## src/common/gpl_defines.svh

```systemverilog
// Purpose: offsets, field layout, reset values and key of the pin port
// Assumes: 32-bit register words, byte addresses within a 12-bit window
// Notes: altfunc words hold a 4-bit selection field per pin
`ifndef GPL_DEFINES_SVH
`define GPL_DEFINES_SVH

`define GPL_ADDR_W 12
`define GPL_OFF_DIRECTION 12'h000
`define GPL_OFF_INPUT_ENABLE 12'h004
`define GPL_OFF_PULLUP 12'h008
`define GPL_OFF_PULLDOWN 12'h00c
`define GPL_OFF_OPEN_DRAIN 12'h010
`define GPL_OFF_DRIVE 12'h014
`define GPL_OFF_LOCK 12'h018
`define GPL_OFF_INPUT_LEVEL 12'h01c
`define GPL_OFF_ALTFUNC_LOW 12'h040
`define GPL_OFF_ALTFUNC_HIGH 12'h044

`define GPL_NUM_PINS 16
`define GPL_LOCK_KEY 16'h5fa0
`define GPL_KEY_MSB 31
`define GPL_KEY_LSB 16
`define GPL_PINS_MSB 15
`define GPL_ALT_FIELD_W 4
`define GPL_ALT_PINS_PER_WORD 8

`define GPL_RESET_WORD 32'h00000000
`define GPL_RESET_HALF 16'h0000

`define GPL_RESP_OKAY 2'b00
`define GPL_RESP_SLVERR 2'b10

`endif

```

## src/common/gpl_pkg.sv

```systemverilog
// Purpose: shared types of the pin port
// Assumes: nothing beyond the defines header
// Notes: state codes are one-hot
package gpl_pkg;

   typedef enum logic [1:0] {
      GPL_WR_COLLECT = 2'b01,
      GPL_WR_RESP = 2'b10
   } gpl_wr_state_type;

   typedef logic [31:0] gpl_word_type;

endpackage

```

## src/rtl/gpl_port.sv

```systemverilog
// Purpose: register logic of one 16-pin port with keyed configuration lock
// Assumes: AXI4-Lite slave, one write and one read under way at a time
// Notes: pad inputs are synchronous to clock and sampled once
//
// Summary of operation
// - each pin has one bit: 0 push-pull, 1 open-drain output stage
// - each pin has a 2-bit drive code: 4, 8, 12 or 16 mA
// - lock write counts only when key half equals 0x5fa0, else discarded
// - key half reads back lock status: 0 unlocked, 1 locked
// - lower lock half holds one lock bit per pin, set with key
// - locked pin freezes direction, input enable, pulls and open-drain
// - locked pin also freezes its alternate-function selection field
// - lock register accepts one successful write until system or port reset
// - input-level register is read-only, one sampled level per pin
// - disabled input function forces that pin's input-level bit to 0
//
// Decided for this implementation: register access over AXI4-Lite.
`include "gpl_defines.svh"

module gpl_port #(
   parameter int ADDR_W = `GPL_ADDR_W
) (
   input wire logic clock,
   input wire logic srst,
   input wire logic port_rst,
   input wire logic [ADDR_W-1:0] s_axi_awaddr,
   input wire logic [2:0] s_axi_awprot,
   input wire logic s_axi_awvalid,
   output logic s_axi_awready,
   input wire logic [31:0] s_axi_wdata,
   input wire logic [3:0] s_axi_wstrb,
   input wire logic s_axi_wvalid,
   output logic s_axi_wready,
   output logic [1:0] s_axi_bresp,
   output logic s_axi_bvalid,
   input wire logic s_axi_bready,
   input wire logic [ADDR_W-1:0] s_axi_araddr,
   input wire logic [2:0] s_axi_arprot,
   input wire logic s_axi_arvalid,
   output logic s_axi_arready,
   output logic [31:0] s_axi_rdata,
   output logic [1:0] s_axi_rresp,
   output logic s_axi_rvalid,
   input wire logic s_axi_rready,
   input wire logic [15:0] pin_in,
   output logic [15:0] pin_direction_bit,
   output logic [15:0] pin_input_enable_bit,
   output logic [15:0] pin_pullup_bit,
   output logic [15:0] pin_pulldown_bit,
   output logic [15:0] pin_open_drain_bit,
   output logic [31:0] pin_drive_code,
   output logic [31:0] altfunc_select_low,
   output logic [31:0] altfunc_select_high,
   output logic [15:0] pin_lock_bit,
   output logic port_locked
);

   // byte lanes to a bit mask
   function automatic gpl_pkg::gpl_word_type lane_mask(
      input logic [3:0] strb
   );
      lane_mask = {{8{strb[3]}}, {8{strb[2]}}, {8{strb[1]}}, {8{strb[0]}}};
   endfunction

   // keep frozen bits, take written lanes elsewhere
   function automatic gpl_pkg::gpl_word_type merge_word(
      input gpl_pkg::gpl_word_type old_word,
      input gpl_pkg::gpl_word_type new_word,
      input gpl_pkg::gpl_word_type wr_mask,
      input gpl_pkg::gpl_word_type frozen
   );
      gpl_pkg::gpl_word_type take;
      take = wr_mask & ~frozen;
      merge_word = (old_word & ~take) | (new_word & take);
   endfunction

   // spread eight lock bits over eight 4-bit fields
   function automatic gpl_pkg::gpl_word_type alt_frozen(
      input logic [7:0] locks
   );
      alt_frozen = `GPL_RESET_WORD;
      for (int i = 0; i < `GPL_ALT_PINS_PER_WORD; i++) begin
         alt_frozen[i*`GPL_ALT_FIELD_W +: `GPL_ALT_FIELD_W] = {4{locks[i]}};
      end
   endfunction

   function automatic logic addr_hit(
      input logic [ADDR_W-1:0] addr,
      input logic [ADDR_W-1:0] offset
   );
      addr_hit = ({addr[ADDR_W-1:2], 2'b00} == offset);
   endfunction

   // write channel state
   gpl_pkg::gpl_wr_state_type wr_state_reg;
   logic aw_hold_reg;
   logic [ADDR_W-1:0] aw_addr_reg;
   logic w_hold_reg;
   logic [31:0] w_data_reg;
   logic [3:0] w_strb_reg;
   logic [1:0] bresp_reg;
   logic write_fire;
   gpl_pkg::gpl_word_type wmask;

   // read channel state
   logic rvalid_reg;
   logic [31:0] rdata_reg;
   logic [1:0] rresp_reg;
   logic [31:0] rd_word;
   logic rd_ok;

   // configuration words
   logic [15:0] direction_reg;
   logic [15:0] input_enable_reg;
   logic [15:0] pullup_reg;
   logic [15:0] pulldown_reg;
   logic [15:0] open_drain_reg;
   logic [31:0] drive_reg;
   logic [31:0] alt_low_reg;
   logic [31:0] alt_high_reg;
   logic [15:0] input_level_reg;

   logic [15:0] lock_bits;
   logic locked;
   gpl_pkg::gpl_word_type frozen16;
   logic lock_wr;
   logic port_clear;
   logic wr_mapped;

   assign port_clear = srst || port_rst;
   assign frozen16 = {16'h0000, lock_bits};
   assign wmask = lane_mask(w_strb_reg);

   // a write is done once both halves are held and no answer is pending
   assign write_fire = (wr_state_reg == gpl_pkg::GPL_WR_COLLECT) &&
      aw_hold_reg && w_hold_reg;

   assign s_axi_awready = (wr_state_reg == gpl_pkg::GPL_WR_COLLECT) &&
      !aw_hold_reg;
   assign s_axi_wready = (wr_state_reg == gpl_pkg::GPL_WR_COLLECT) &&
      !w_hold_reg;
   assign s_axi_bvalid = (wr_state_reg == gpl_pkg::GPL_WR_RESP);
   assign s_axi_bresp = bresp_reg;

   always_comb begin
      if (addr_hit(aw_addr_reg, `GPL_OFF_DIRECTION)) begin
         wr_mapped = 1'b1;
      end else if (addr_hit(aw_addr_reg, `GPL_OFF_INPUT_ENABLE)) begin
         wr_mapped = 1'b1;
      end else if (addr_hit(aw_addr_reg, `GPL_OFF_PULLUP)) begin
         wr_mapped = 1'b1;
      end else if (addr_hit(aw_addr_reg, `GPL_OFF_PULLDOWN)) begin
         wr_mapped = 1'b1;
      end else if (addr_hit(aw_addr_reg, `GPL_OFF_OPEN_DRAIN)) begin
         wr_mapped = 1'b1;
      end else if (addr_hit(aw_addr_reg, `GPL_OFF_DRIVE)) begin
         wr_mapped = 1'b1;
      end else if (addr_hit(aw_addr_reg, `GPL_OFF_LOCK)) begin
         wr_mapped = 1'b1;
      end else if (addr_hit(aw_addr_reg, `GPL_OFF_INPUT_LEVEL)) begin
         wr_mapped = 1'b1;
      end else if (addr_hit(aw_addr_reg, `GPL_OFF_ALTFUNC_LOW)) begin
         wr_mapped = 1'b1;
      end else if (addr_hit(aw_addr_reg, `GPL_OFF_ALTFUNC_HIGH)) begin
         wr_mapped = 1'b1;
      end else begin
         wr_mapped = 1'b0;
      end
   end

   always_ff @(posedge clock) begin
      if (srst) begin
         wr_state_reg <= gpl_pkg::GPL_WR_COLLECT;
         bresp_reg <= `GPL_RESP_OKAY;
      end else begin
         case (wr_state_reg)
            gpl_pkg::GPL_WR_COLLECT: begin
               if (write_fire) begin
                  wr_state_reg <= gpl_pkg::GPL_WR_RESP;
                  // frozen bits and a refused key still answer okay
                  bresp_reg <= wr_mapped ? `GPL_RESP_OKAY :
                     `GPL_RESP_SLVERR;
               end
            end
            gpl_pkg::GPL_WR_RESP: begin
               if (s_axi_bready) begin
                  wr_state_reg <= gpl_pkg::GPL_WR_COLLECT;
               end
            end
            default: begin
               wr_state_reg <= gpl_pkg::GPL_WR_COLLECT;
            end
         endcase
      end
   end

   // address and data are taken in either order and held until the write
   always_ff @(posedge clock) begin
      if (srst) begin
         aw_hold_reg <= 1'b0;
         aw_addr_reg <= '0;
      end else if (s_axi_awvalid && s_axi_awready) begin
         aw_hold_reg <= 1'b1;
         aw_addr_reg <= s_axi_awaddr;
      end else if (write_fire) begin
         aw_hold_reg <= 1'b0;
      end
   end

   always_ff @(posedge clock) begin
      if (srst) begin
         w_hold_reg <= 1'b0;
         w_data_reg <= `GPL_RESET_WORD;
         w_strb_reg <= 4'h0;
      end else if (s_axi_wvalid && s_axi_wready) begin
         w_hold_reg <= 1'b1;
         w_data_reg <= s_axi_wdata;
         w_strb_reg <= s_axi_wstrb;
      end else if (write_fire) begin
         w_hold_reg <= 1'b0;
      end
   end

   // pin configuration words; a port reset clears them as well
   always_ff @(posedge clock) begin
      if (port_clear) begin
         direction_reg <= `GPL_RESET_HALF;
         input_enable_reg <= `GPL_RESET_HALF;
         pullup_reg <= `GPL_RESET_HALF;
         pulldown_reg <= `GPL_RESET_HALF;
         open_drain_reg <= `GPL_RESET_HALF;
      end else if (write_fire) begin
         if (addr_hit(aw_addr_reg, `GPL_OFF_DIRECTION)) begin
            direction_reg <= 16'(merge_word({16'h0000, direction_reg},
               w_data_reg, wmask, frozen16));
         end else if (addr_hit(aw_addr_reg, `GPL_OFF_INPUT_ENABLE)) begin
            input_enable_reg <= 16'(merge_word({16'h0000,
               input_enable_reg}, w_data_reg, wmask,
               frozen16));
         end else if (addr_hit(aw_addr_reg, `GPL_OFF_PULLUP)) begin
            pullup_reg <= 16'(merge_word({16'h0000, pullup_reg},
               w_data_reg, wmask, frozen16));
         end else if (addr_hit(aw_addr_reg, `GPL_OFF_PULLDOWN)) begin
            pulldown_reg <= 16'(merge_word({16'h0000, pulldown_reg},
               w_data_reg, wmask, frozen16));
         end else if (addr_hit(aw_addr_reg, `GPL_OFF_OPEN_DRAIN)) begin
            open_drain_reg <= 16'(merge_word({16'h0000, open_drain_reg},
               w_data_reg, wmask, frozen16));
         end
      end
   end

   // drive strength is not among the locked settings
   always_ff @(posedge clock) begin
      if (port_clear) begin
         drive_reg <= `GPL_RESET_WORD;
      end else if (write_fire && addr_hit(aw_addr_reg, `GPL_OFF_DRIVE)) begin
         drive_reg <= merge_word(drive_reg, w_data_reg, wmask,
            `GPL_RESET_WORD);
      end
   end

   always_ff @(posedge clock) begin
      if (port_clear) begin
         alt_low_reg <= `GPL_RESET_WORD;
         alt_high_reg <= `GPL_RESET_WORD;
      end else if (write_fire) begin
         if (addr_hit(aw_addr_reg, `GPL_OFF_ALTFUNC_LOW)) begin
            alt_low_reg <= merge_word(alt_low_reg, w_data_reg, wmask,
               alt_frozen(lock_bits[7:0]));
         end else if (addr_hit(aw_addr_reg, `GPL_OFF_ALTFUNC_HIGH)) begin
            alt_high_reg <= merge_word(alt_high_reg, w_data_reg, wmask,
               alt_frozen(lock_bits[15:8]));
         end
      end
   end

   // one sampling stage; a disabled input reads low whatever the pad does
   always_ff @(posedge clock) begin
      if (port_clear) begin
         input_level_reg <= `GPL_RESET_HALF;
      end else begin
         input_level_reg <= pin_in & input_enable_reg;
      end
   end

   assign lock_wr = write_fire && addr_hit(aw_addr_reg, `GPL_OFF_LOCK);

   gpl_lock_unit u_lock (
      .clock(clock),
      .srst(srst),
      .port_rst(port_rst),
      .wr_en(lock_wr),
      .wdata(w_data_reg),
      .wstrb(w_strb_reg),
      .lock_bits(lock_bits),
      .port_locked(locked)
   );

   // read decode
   always_comb begin
      rd_ok = 1'b1;
      if (addr_hit(s_axi_araddr, `GPL_OFF_DIRECTION)) begin
         rd_word = {16'h0000, direction_reg};
      end else if (addr_hit(s_axi_araddr, `GPL_OFF_INPUT_ENABLE)) begin
         rd_word = {16'h0000, input_enable_reg};
      end else if (addr_hit(s_axi_araddr, `GPL_OFF_PULLUP)) begin
         rd_word = {16'h0000, pullup_reg};
      end else if (addr_hit(s_axi_araddr, `GPL_OFF_PULLDOWN)) begin
         rd_word = {16'h0000, pulldown_reg};
      end else if (addr_hit(s_axi_araddr, `GPL_OFF_OPEN_DRAIN)) begin
         rd_word = {16'h0000, open_drain_reg};
      end else if (addr_hit(s_axi_araddr, `GPL_OFF_DRIVE)) begin
         rd_word = drive_reg;
      end else if (addr_hit(s_axi_araddr, `GPL_OFF_LOCK)) begin
         rd_word = {15'h0000, locked, lock_bits};
      end else if (addr_hit(s_axi_araddr, `GPL_OFF_INPUT_LEVEL)) begin
         rd_word = {16'h0000, input_level_reg};
      end else if (addr_hit(s_axi_araddr, `GPL_OFF_ALTFUNC_LOW)) begin
         rd_word = alt_low_reg;
      end else if (addr_hit(s_axi_araddr, `GPL_OFF_ALTFUNC_HIGH)) begin
         rd_word = alt_high_reg;
      end else begin
         rd_word = `GPL_RESET_WORD;
         rd_ok = 1'b0;
      end
   end

   assign s_axi_arready = !rvalid_reg;
   assign s_axi_rvalid = rvalid_reg;
   assign s_axi_rdata = rdata_reg;
   assign s_axi_rresp = rresp_reg;

   always_ff @(posedge clock) begin
      if (srst) begin
         rvalid_reg <= 1'b0;
         rdata_reg <= `GPL_RESET_WORD;
         rresp_reg <= `GPL_RESP_OKAY;
      end else if (s_axi_arvalid && s_axi_arready) begin
         rvalid_reg <= 1'b1;
         rdata_reg <= rd_word;
         rresp_reg <= rd_ok ? `GPL_RESP_OKAY : `GPL_RESP_SLVERR;
      end else if (rvalid_reg && s_axi_rready) begin
         rvalid_reg <= 1'b0;
      end
   end

   assign pin_direction_bit = direction_reg;
   assign pin_input_enable_bit = input_enable_reg;
   assign pin_pullup_bit = pullup_reg;
   // pull-up wins when both are set, so the pad never fights itself
   assign pin_pulldown_bit = pulldown_reg & ~pullup_reg;
   assign pin_open_drain_bit = open_drain_reg;
   assign pin_drive_code = drive_reg;
   assign altfunc_select_low = alt_low_reg;
   assign altfunc_select_high = alt_high_reg;
   assign pin_lock_bit = lock_bits;
   assign port_locked = locked;

endmodule

```

## src/rtl/gpl_lock_unit.sv

```systemverilog
// Purpose: keyed write-once lock over per-pin configuration
// Assumes: wr_en is a one-cycle pulse of a bus write to the lock word
// Notes: only srst or port_rst reopen the lock
`include "gpl_defines.svh"

module gpl_lock_unit (
   input wire logic clock,
   input wire logic srst,
   input wire logic port_rst,
   input wire logic wr_en,
   input wire logic [31:0] wdata,
   input wire logic [3:0] wstrb,
   output logic [15:0] lock_bits,
   output logic port_locked
);

   logic locked_reg;
   logic [15:0] lock_reg;
   logic key_ok;
   logic [15:0] lane_mask;

   // the key must arrive whole; a partial key lane is as bad as a wrong key
   assign key_ok = (wstrb[3:2] == 2'b11) &&
      (wdata[`GPL_KEY_MSB:`GPL_KEY_LSB] == `GPL_LOCK_KEY);
   assign lane_mask = {{8{wstrb[1]}}, {8{wstrb[0]}}};

   always_ff @(posedge clock) begin
      if (srst || port_rst) begin
         locked_reg <= 1'b0;
         lock_reg <= `GPL_RESET_HALF;
      end else if (wr_en && key_ok && !locked_reg) begin
         locked_reg <= 1'b1;
         lock_reg <= wdata[`GPL_PINS_MSB:0] & lane_mask;
      end
   end

   assign lock_bits = lock_reg;
   assign port_locked = locked_reg;

endmodule

```

## config.mk

```make
export PLATFORM = sky130hd
export DESIGN_NAME = gpl_port
export DESIGN_NICKNAME = d
export VERILOG_FILES = /design/src/common/gpl_pkg.sv /design/src/rtl/gpl_port.sv /design/src/rtl/gpl_lock_unit.sv
export VERILOG_INCLUDE_DIRS = /design/src /design/src/common
export SDC_FILE = /design/constraint.sdc
export NUM_CORES = 1
export LEC_CHECK = 0
export BUFFER_PORTS_ARGS = -buffer_cell sky130_fd_sc_hd__buf_4
export CORE_MARGIN = 3
export CORE_UTILIZATION = 33
export DETAILED_ROUTE_END_ITERATION = 10
export MAX_ROUTING_LAYER = met4
export PLACE_DENSITY = 0.62
export REMOVE_ABC_BUFFERS = 1
export SETUP_SLACK_MARGIN = 0.05
export SYNTH_ARGS = -nofsm -noshare
export SYNTH_HDL_FRONTEND = slang
export SYNTH_HIERARCHICAL = 1
export SYNTH_SLANG_ARGS = --single-unit
```

## constraint.sdc

```tcl
create_clock -name clock -period 2.4 [get_ports clock]
set_input_delay 0.48 -clock clock [delete_from_list [all_inputs] [get_ports clock]]
set_output_delay 0.48 -clock clock [all_outputs]
set_load 0.01 [all_outputs]
```

# ---- Word level (Yosys, flattened, before mapping)
# Index checks and enable logic that the tools add are counted.
dict set report word_totals {
  ff_bits 298
  input_bits 90
  out_inout_bits 234
}
dict set report op_classes {
  muxes 40
  reduce_logical 32
  eq_ne 24
  bitwise 39
}
# operator n
set op_table {}
lappend op_table {{$mux 32} 10}
lappend op_table {{$and 32x32->32} 8}
lappend op_table {{$and 16x16->16} 10}
lappend op_table {{$not 32->32} 5}
lappend op_table {{$or 32x32->32} 3}
lappend op_table {{$eq 10x3->1 const B} 8}
lappend op_table {{$or 16x16->16} 5}
lappend op_table {{$not 16->16} 3}
lappend op_table {{$eq 10x2->1 const B} 4}
lappend op_table {{$eq 10x5->1 const B} 4}
lappend op_table {{$mux 1} 25}
lappend op_table {{$eq 10x1->1 const B} 2}
lappend op_table {{$logic_not 10->1} 2}
lappend op_table {{$eq 16x15->1 const B} 1}
lappend op_table {{$logic_and 1x1->1} 13}
lappend op_table {{$mux 2} 4}
lappend op_table {{$reduce_and 2->1} 4}
lappend op_table {{$reduce_and 3->1} 2}
lappend op_table {{$reduce_and 6->1} 1}
lappend op_table {{$reduce_bool 2->1} 3}
lappend op_table {{$not 1->1} 5}
lappend op_table {{$reduce_and 5->1} 1}
lappend op_table {{$eq 2x2->1 const B} 2}
lappend op_table {{$logic_not 1->1} 4}
lappend op_table {{6 further kinds} 6}

# ---- Logic depth before layout (Yosys ltp)
dict set report logic_depth {
  word_depth 12
  mapped_depth 9
}

# ---- Modules after synthesis
# Netlist, hierarchy kept.
# module seq_area_each_um2 area_each_um2 cells_per_inst n_inst
set by_module_without_submodules {}
lappend by_module_without_submodules {gpl_port 5545.3 12731.0 1556 1}
lappend by_module_without_submodules {gpl_lock_unit 340.3 778.2 81 1}

# ---- Least setup slack after synthesis
# Ideal clock, no wire load.
dict set report synth_path {
  path_type {input -> register}
  startpoint {input port s_axi_araddr[9]}
  endpoint {register rdata_reg[10] (netlist: s_axi_rdata[10])}
  arrival_ps 2123
  n_path_buf 2
  stages 7
  slack_ps 203
  setup_ps 74
  cell_sequence {or3_1 > buf_6 > or3_1 > buf_2 > or3_1 > a31o_1 > a31oi_1}
}
dict set report synth_via {
  elab_chain_len 11
  elab_cells_between_ends 20
}
# item line
set synth_rtl {}
lappend synth_rtl {{start: declaration} gpl_port.sv:37} ;# input wire logic [ADDR_W-1:0] s_axi_araddr,
lappend synth_rtl {{$eq 10x5->1} gpl_port.sv:91} ;# addr_hit = ({addr[ADDR_W-1:2], 2'b00} == offset);
lappend synth_rtl {{$mux 32} gpl_port.sv:321} ;# end else if (addr_hit(s_axi_araddr, `GPL_OFF_ALTFUNC_HIGH)) begin
lappend synth_rtl {{$mux 32} gpl_port.sv:319} ;# end else if (addr_hit(s_axi_araddr, `GPL_OFF_ALTFUNC_LOW)) begin
lappend synth_rtl {{$mux 32} gpl_port.sv:317} ;# end else if (addr_hit(s_axi_araddr, `GPL_OFF_INPUT_LEVEL)) begin
lappend synth_rtl {{$mux 32} gpl_port.sv:315} ;# end else if (addr_hit(s_axi_araddr, `GPL_OFF_LOCK)) begin
lappend synth_rtl {{$mux 32} gpl_port.sv:313} ;# end else if (addr_hit(s_axi_araddr, `GPL_OFF_DRIVE)) begin
lappend synth_rtl {{$mux 32} gpl_port.sv:311} ;# end else if (addr_hit(s_axi_araddr, `GPL_OFF_OPEN_DRAIN)) begin
lappend synth_rtl {{$mux 32} gpl_port.sv:309} ;# end else if (addr_hit(s_axi_araddr, `GPL_OFF_PULLDOWN)) begin
lappend synth_rtl {{$mux 32} gpl_port.sv:307} ;# end else if (addr_hit(s_axi_araddr, `GPL_OFF_PULLUP)) begin
lappend synth_rtl {{$mux 32} gpl_port.sv:305} ;# end else if (addr_hit(s_axi_araddr, `GPL_OFF_INPUT_ENABLE)) begin
lappend synth_rtl {{$mux 32 *} gpl_port.sv:303} ;# if (addr_hit(s_axi_araddr, `GPL_OFF_DIRECTION)) begin
lappend synth_rtl {{end signal: assignment} gpl_port.sv:337} ;# rdata_reg <= `GPL_RESET_WORD;
lappend synth_rtl {{end signal: assignment} gpl_port.sv:341} ;# rdata_reg <= rd_word;
lappend synth_rtl {{end: declaration} gpl_port.sv:107} ;# logic [31:0] rdata_reg;
# Mark *: on every way between the ends. The rest lies on a longest branch, timed or not.
# A chain may end at the register's enable or synchronous reset.

==> summary.md <==
| Metric | Value |
|---|---|
| Status | `finished, final reports clean` |
| Full die area | `43400 µm²` |
| Number of remaining DRC errors | `0` |
| CP required | `2.81 ns` |
| RSZ-0062 raised after global routing | `true` |
| CTS Sinks | `294` |
| Tcrit/Tclk final | `91.7%` |
| Pre-antenna DRT Iters | `6` |
| Startpoint Class | `register` |
| Distinct cells, synth | `76` |
| Largest family of logic cells by synthesized area | `simple AND/OR/NAND/NOR gates` |
| Final WL | `59500 µm` |
| Post-Synth Simple-Gate Area | `25.0%` |
| # nets final | `2065` |
| Largest net degree at the start of global routing | `49` |
| Worst vdd ir | `0.336 mV` |
| Ys flop type | `dfxtp_1` |
| Worst skew pair latency | `0.53 ns` |
| Reg-to-reg startpoint | `aw_addr_reg[5]` |
| Kind of critical path | `register to register` |
| Post-DR vias/cell | `5.67` |
| Pins Over Slew Limit | `0` |
| Initial antenna violation count | `1` |
| Clk slew on worst S/H paths | `0.06 ns` |
| Buffers added on ports | `311` |
| Sequential-to-total area share from yosys stat | `43.6%` |
| First-iteration detailed-routing DRC count | `1527` |
| Final hold viol count | `0` |
| Async S/R FF share, synth | `0%` |
| Clock Skew | `0.0191 ns` |
| Hold crit path type | `input pin to register` |
| Crit. End Element | `register` |
| Final setup viols | `0` |
| Hold Crit Start | `pin_in[1]` |
| Post-synth top area cell | `dfxtp_1` |
| Post-synth EDFFs | `0` |
| Yosys warning count | `6` |
| Die Wd | `208 µm` |
| Post-Synth Adder-Cell Area | `0%` |
| Post-layout util | `45.4%` |
| Post-Synthesis Cells | `1637` |
| Avg Cell Area, Syn | `8.25 µm²` |
| #FFs+latches synth | `294` |
| Crit path time final | `2.20 ns` |
| Synth Area in Compound Gates | `20.0%` |
| Slew HR | `46.8%` |
| Avg WL per Cell | `23.6 µm` |
| Static Leak | `6.75 nW` |
| Synthesized area | `13500 µm²` |
| Number of routed nets with antenna violations | `0` |
| DP HPWL | `42200 µm` |
| CP Data Arrival Time | `2.61 ns` |
| Io pins | `324` |
| Synth Area in XOR/XNOR | `0%` |
| Grt total ovfl | `0` |
| Total GRT Usage | `26.8%` |
| Top cell type's share of synthesized area | `43.6%` |
| Mux cell area share after synthesis | `6.69%` |
| Number of global-route vias before repair | `13600` |
| Clock root cell | `clkbuf_16` |
| Layout area overhead | `34.9%` |
| Vias post-DR | `14300` |
| H-tree depth | `2` |
| Critical Path Source | `aw_addr_reg[5]` |
| Commonest cells in the netlist | `dfxtp_1, nand2_1, a21oi_1` |
| Worst Tran Pin Value | `0.796 ns` |
| Pre-CTS WS | `-0.0217 ns` |
| Routability cong. | `0.918` |
| Share of cells above drive strength 1 | `26.8%` |
| Top-count cell post-synth | `dfxtp_1` |
| CTS Buffer Depth | `3` |
| FMAX | `454 MHz` |
| Max FO, Critical Path | `16` |
| TritonCTS Buffers | `34` |
| Core area | `40100 µm²` |
| Max-cap violations | `0` |
| Cell row count | `73` |
| Die H | `208 µm` |
| Cell Pwr Density | `619 nW/µm²` |
| Wire length of the first global-routing pass | `87500 µm` |
| Initial core utilization | `33.7%` |
| Setup ws final | `0.200 ns` |
| Largest cells by area after synthesis | `dfxtp_1, a21oi_1, nand2_1, mux2i_1, o21ai_0` |
| CTS tree | `yes` |
==> routing by layer <==
layer / wire length (µm) / GRT usage (%)
met1: 24600 / 34.6
met2: 26500 / 40.4
met3: 6050 / 6.56
met4: 2370 / 10.6
met5: 0 / -
==> timing repair <==
action | 4_1_cts | 5_1_grt
buffers inserted | 2 | 1
gates resized for setup | 3 | 5
hold buffers | 0 | 0
pin swaps | 2 | 3
gates cloned | 1 | 0
setup endpoints to repair | 16 | 39
==> path summary, 6_finish.rpt <==
check | depth (start not counted) | endpoint | slack [ns]
setup / recovery | 9 | register | 0.20
hold / removal | 2 | input_level_reg[1] | 0.19
setup reg to reg | 9 | register | 0.20
hold reg to reg | 2 | s_axi_rdata[21] | 0.45
==> report_power, final <==
part           total, mW  switching, mW  internal (mW)
clock               5.19           2.10           3.09
combinational       1.01          0.630          0.377
sequential          5.09          0.132           4.95
total               11.3           2.86           8.42
==> placed cells by master, fill, tap and decap left out, types with 15 or more instances in the layout <==
cell,count
a21oi_1,204
a222oi_1,16
and3_1,17
buf_12,15
buf_4,415
clkbuf_16,37
dfxtp_1,294
inv_1,16
mux2i_1,79
nand2_1,219
nand2b_1,36
nand3_1,135
nor2_1,101
nor2b_1,38
nor3_1,17
o21ai_0,139
==> critical path, stage by stage (launching register included) <==
cell and delay, ns:
dfxtp_1 0.33, nor4_4 0.37, buf_4 0.17, buf_4 0.12, nand4_4 0.10, buf_12 0.19, nor4b_4 0.34, buf_4 0.22
mux2i_1 0.19, nor2_1 0.06
==> kinds of logic after synthesis <==
kind of cell,count (synthesis)
AND/OR/NAND/NOR,643
AO/OA/AOI/OAI,463
flip-flops,294
buffers and inverters,147
multiplexers,89
other,1
==> through the flow <==
stage / TNS, ns / power [mW] / instances / instance area [µm²] / hold WS, ns
after floorplan: -12.34 / 5.58 / 1507 / 12900 / 0.430
after global placement: -0.0113 / 6.15 / 2460 / 17000 / 0.439
after detailed placement: -0.106 / 6.17 / 2460 / 17000 / 0.443
after CTS: 0 / 11.3 / 2520 / 18200 / 0.173
after global routing: 0 / 11.6 / 2522 / 18200 / 0.179
final: 0 / 11.3 / 2522 / 18200 / 0.186
==> final cells by class <==
class | count | area (µm²)
fillers | 3930 | 21900
clock inverters | 5 | 52.6
clock buffers | 52 | 1040
flip-flops and latches | 294 | 5890
well taps | 525 | 657
repair buffers | 432 | 3450
multi-input cells | 1197 | 7070
inverters | 16 | 60.1
diodes | 1 | 2.50
(Power assumes the default switching activity.)
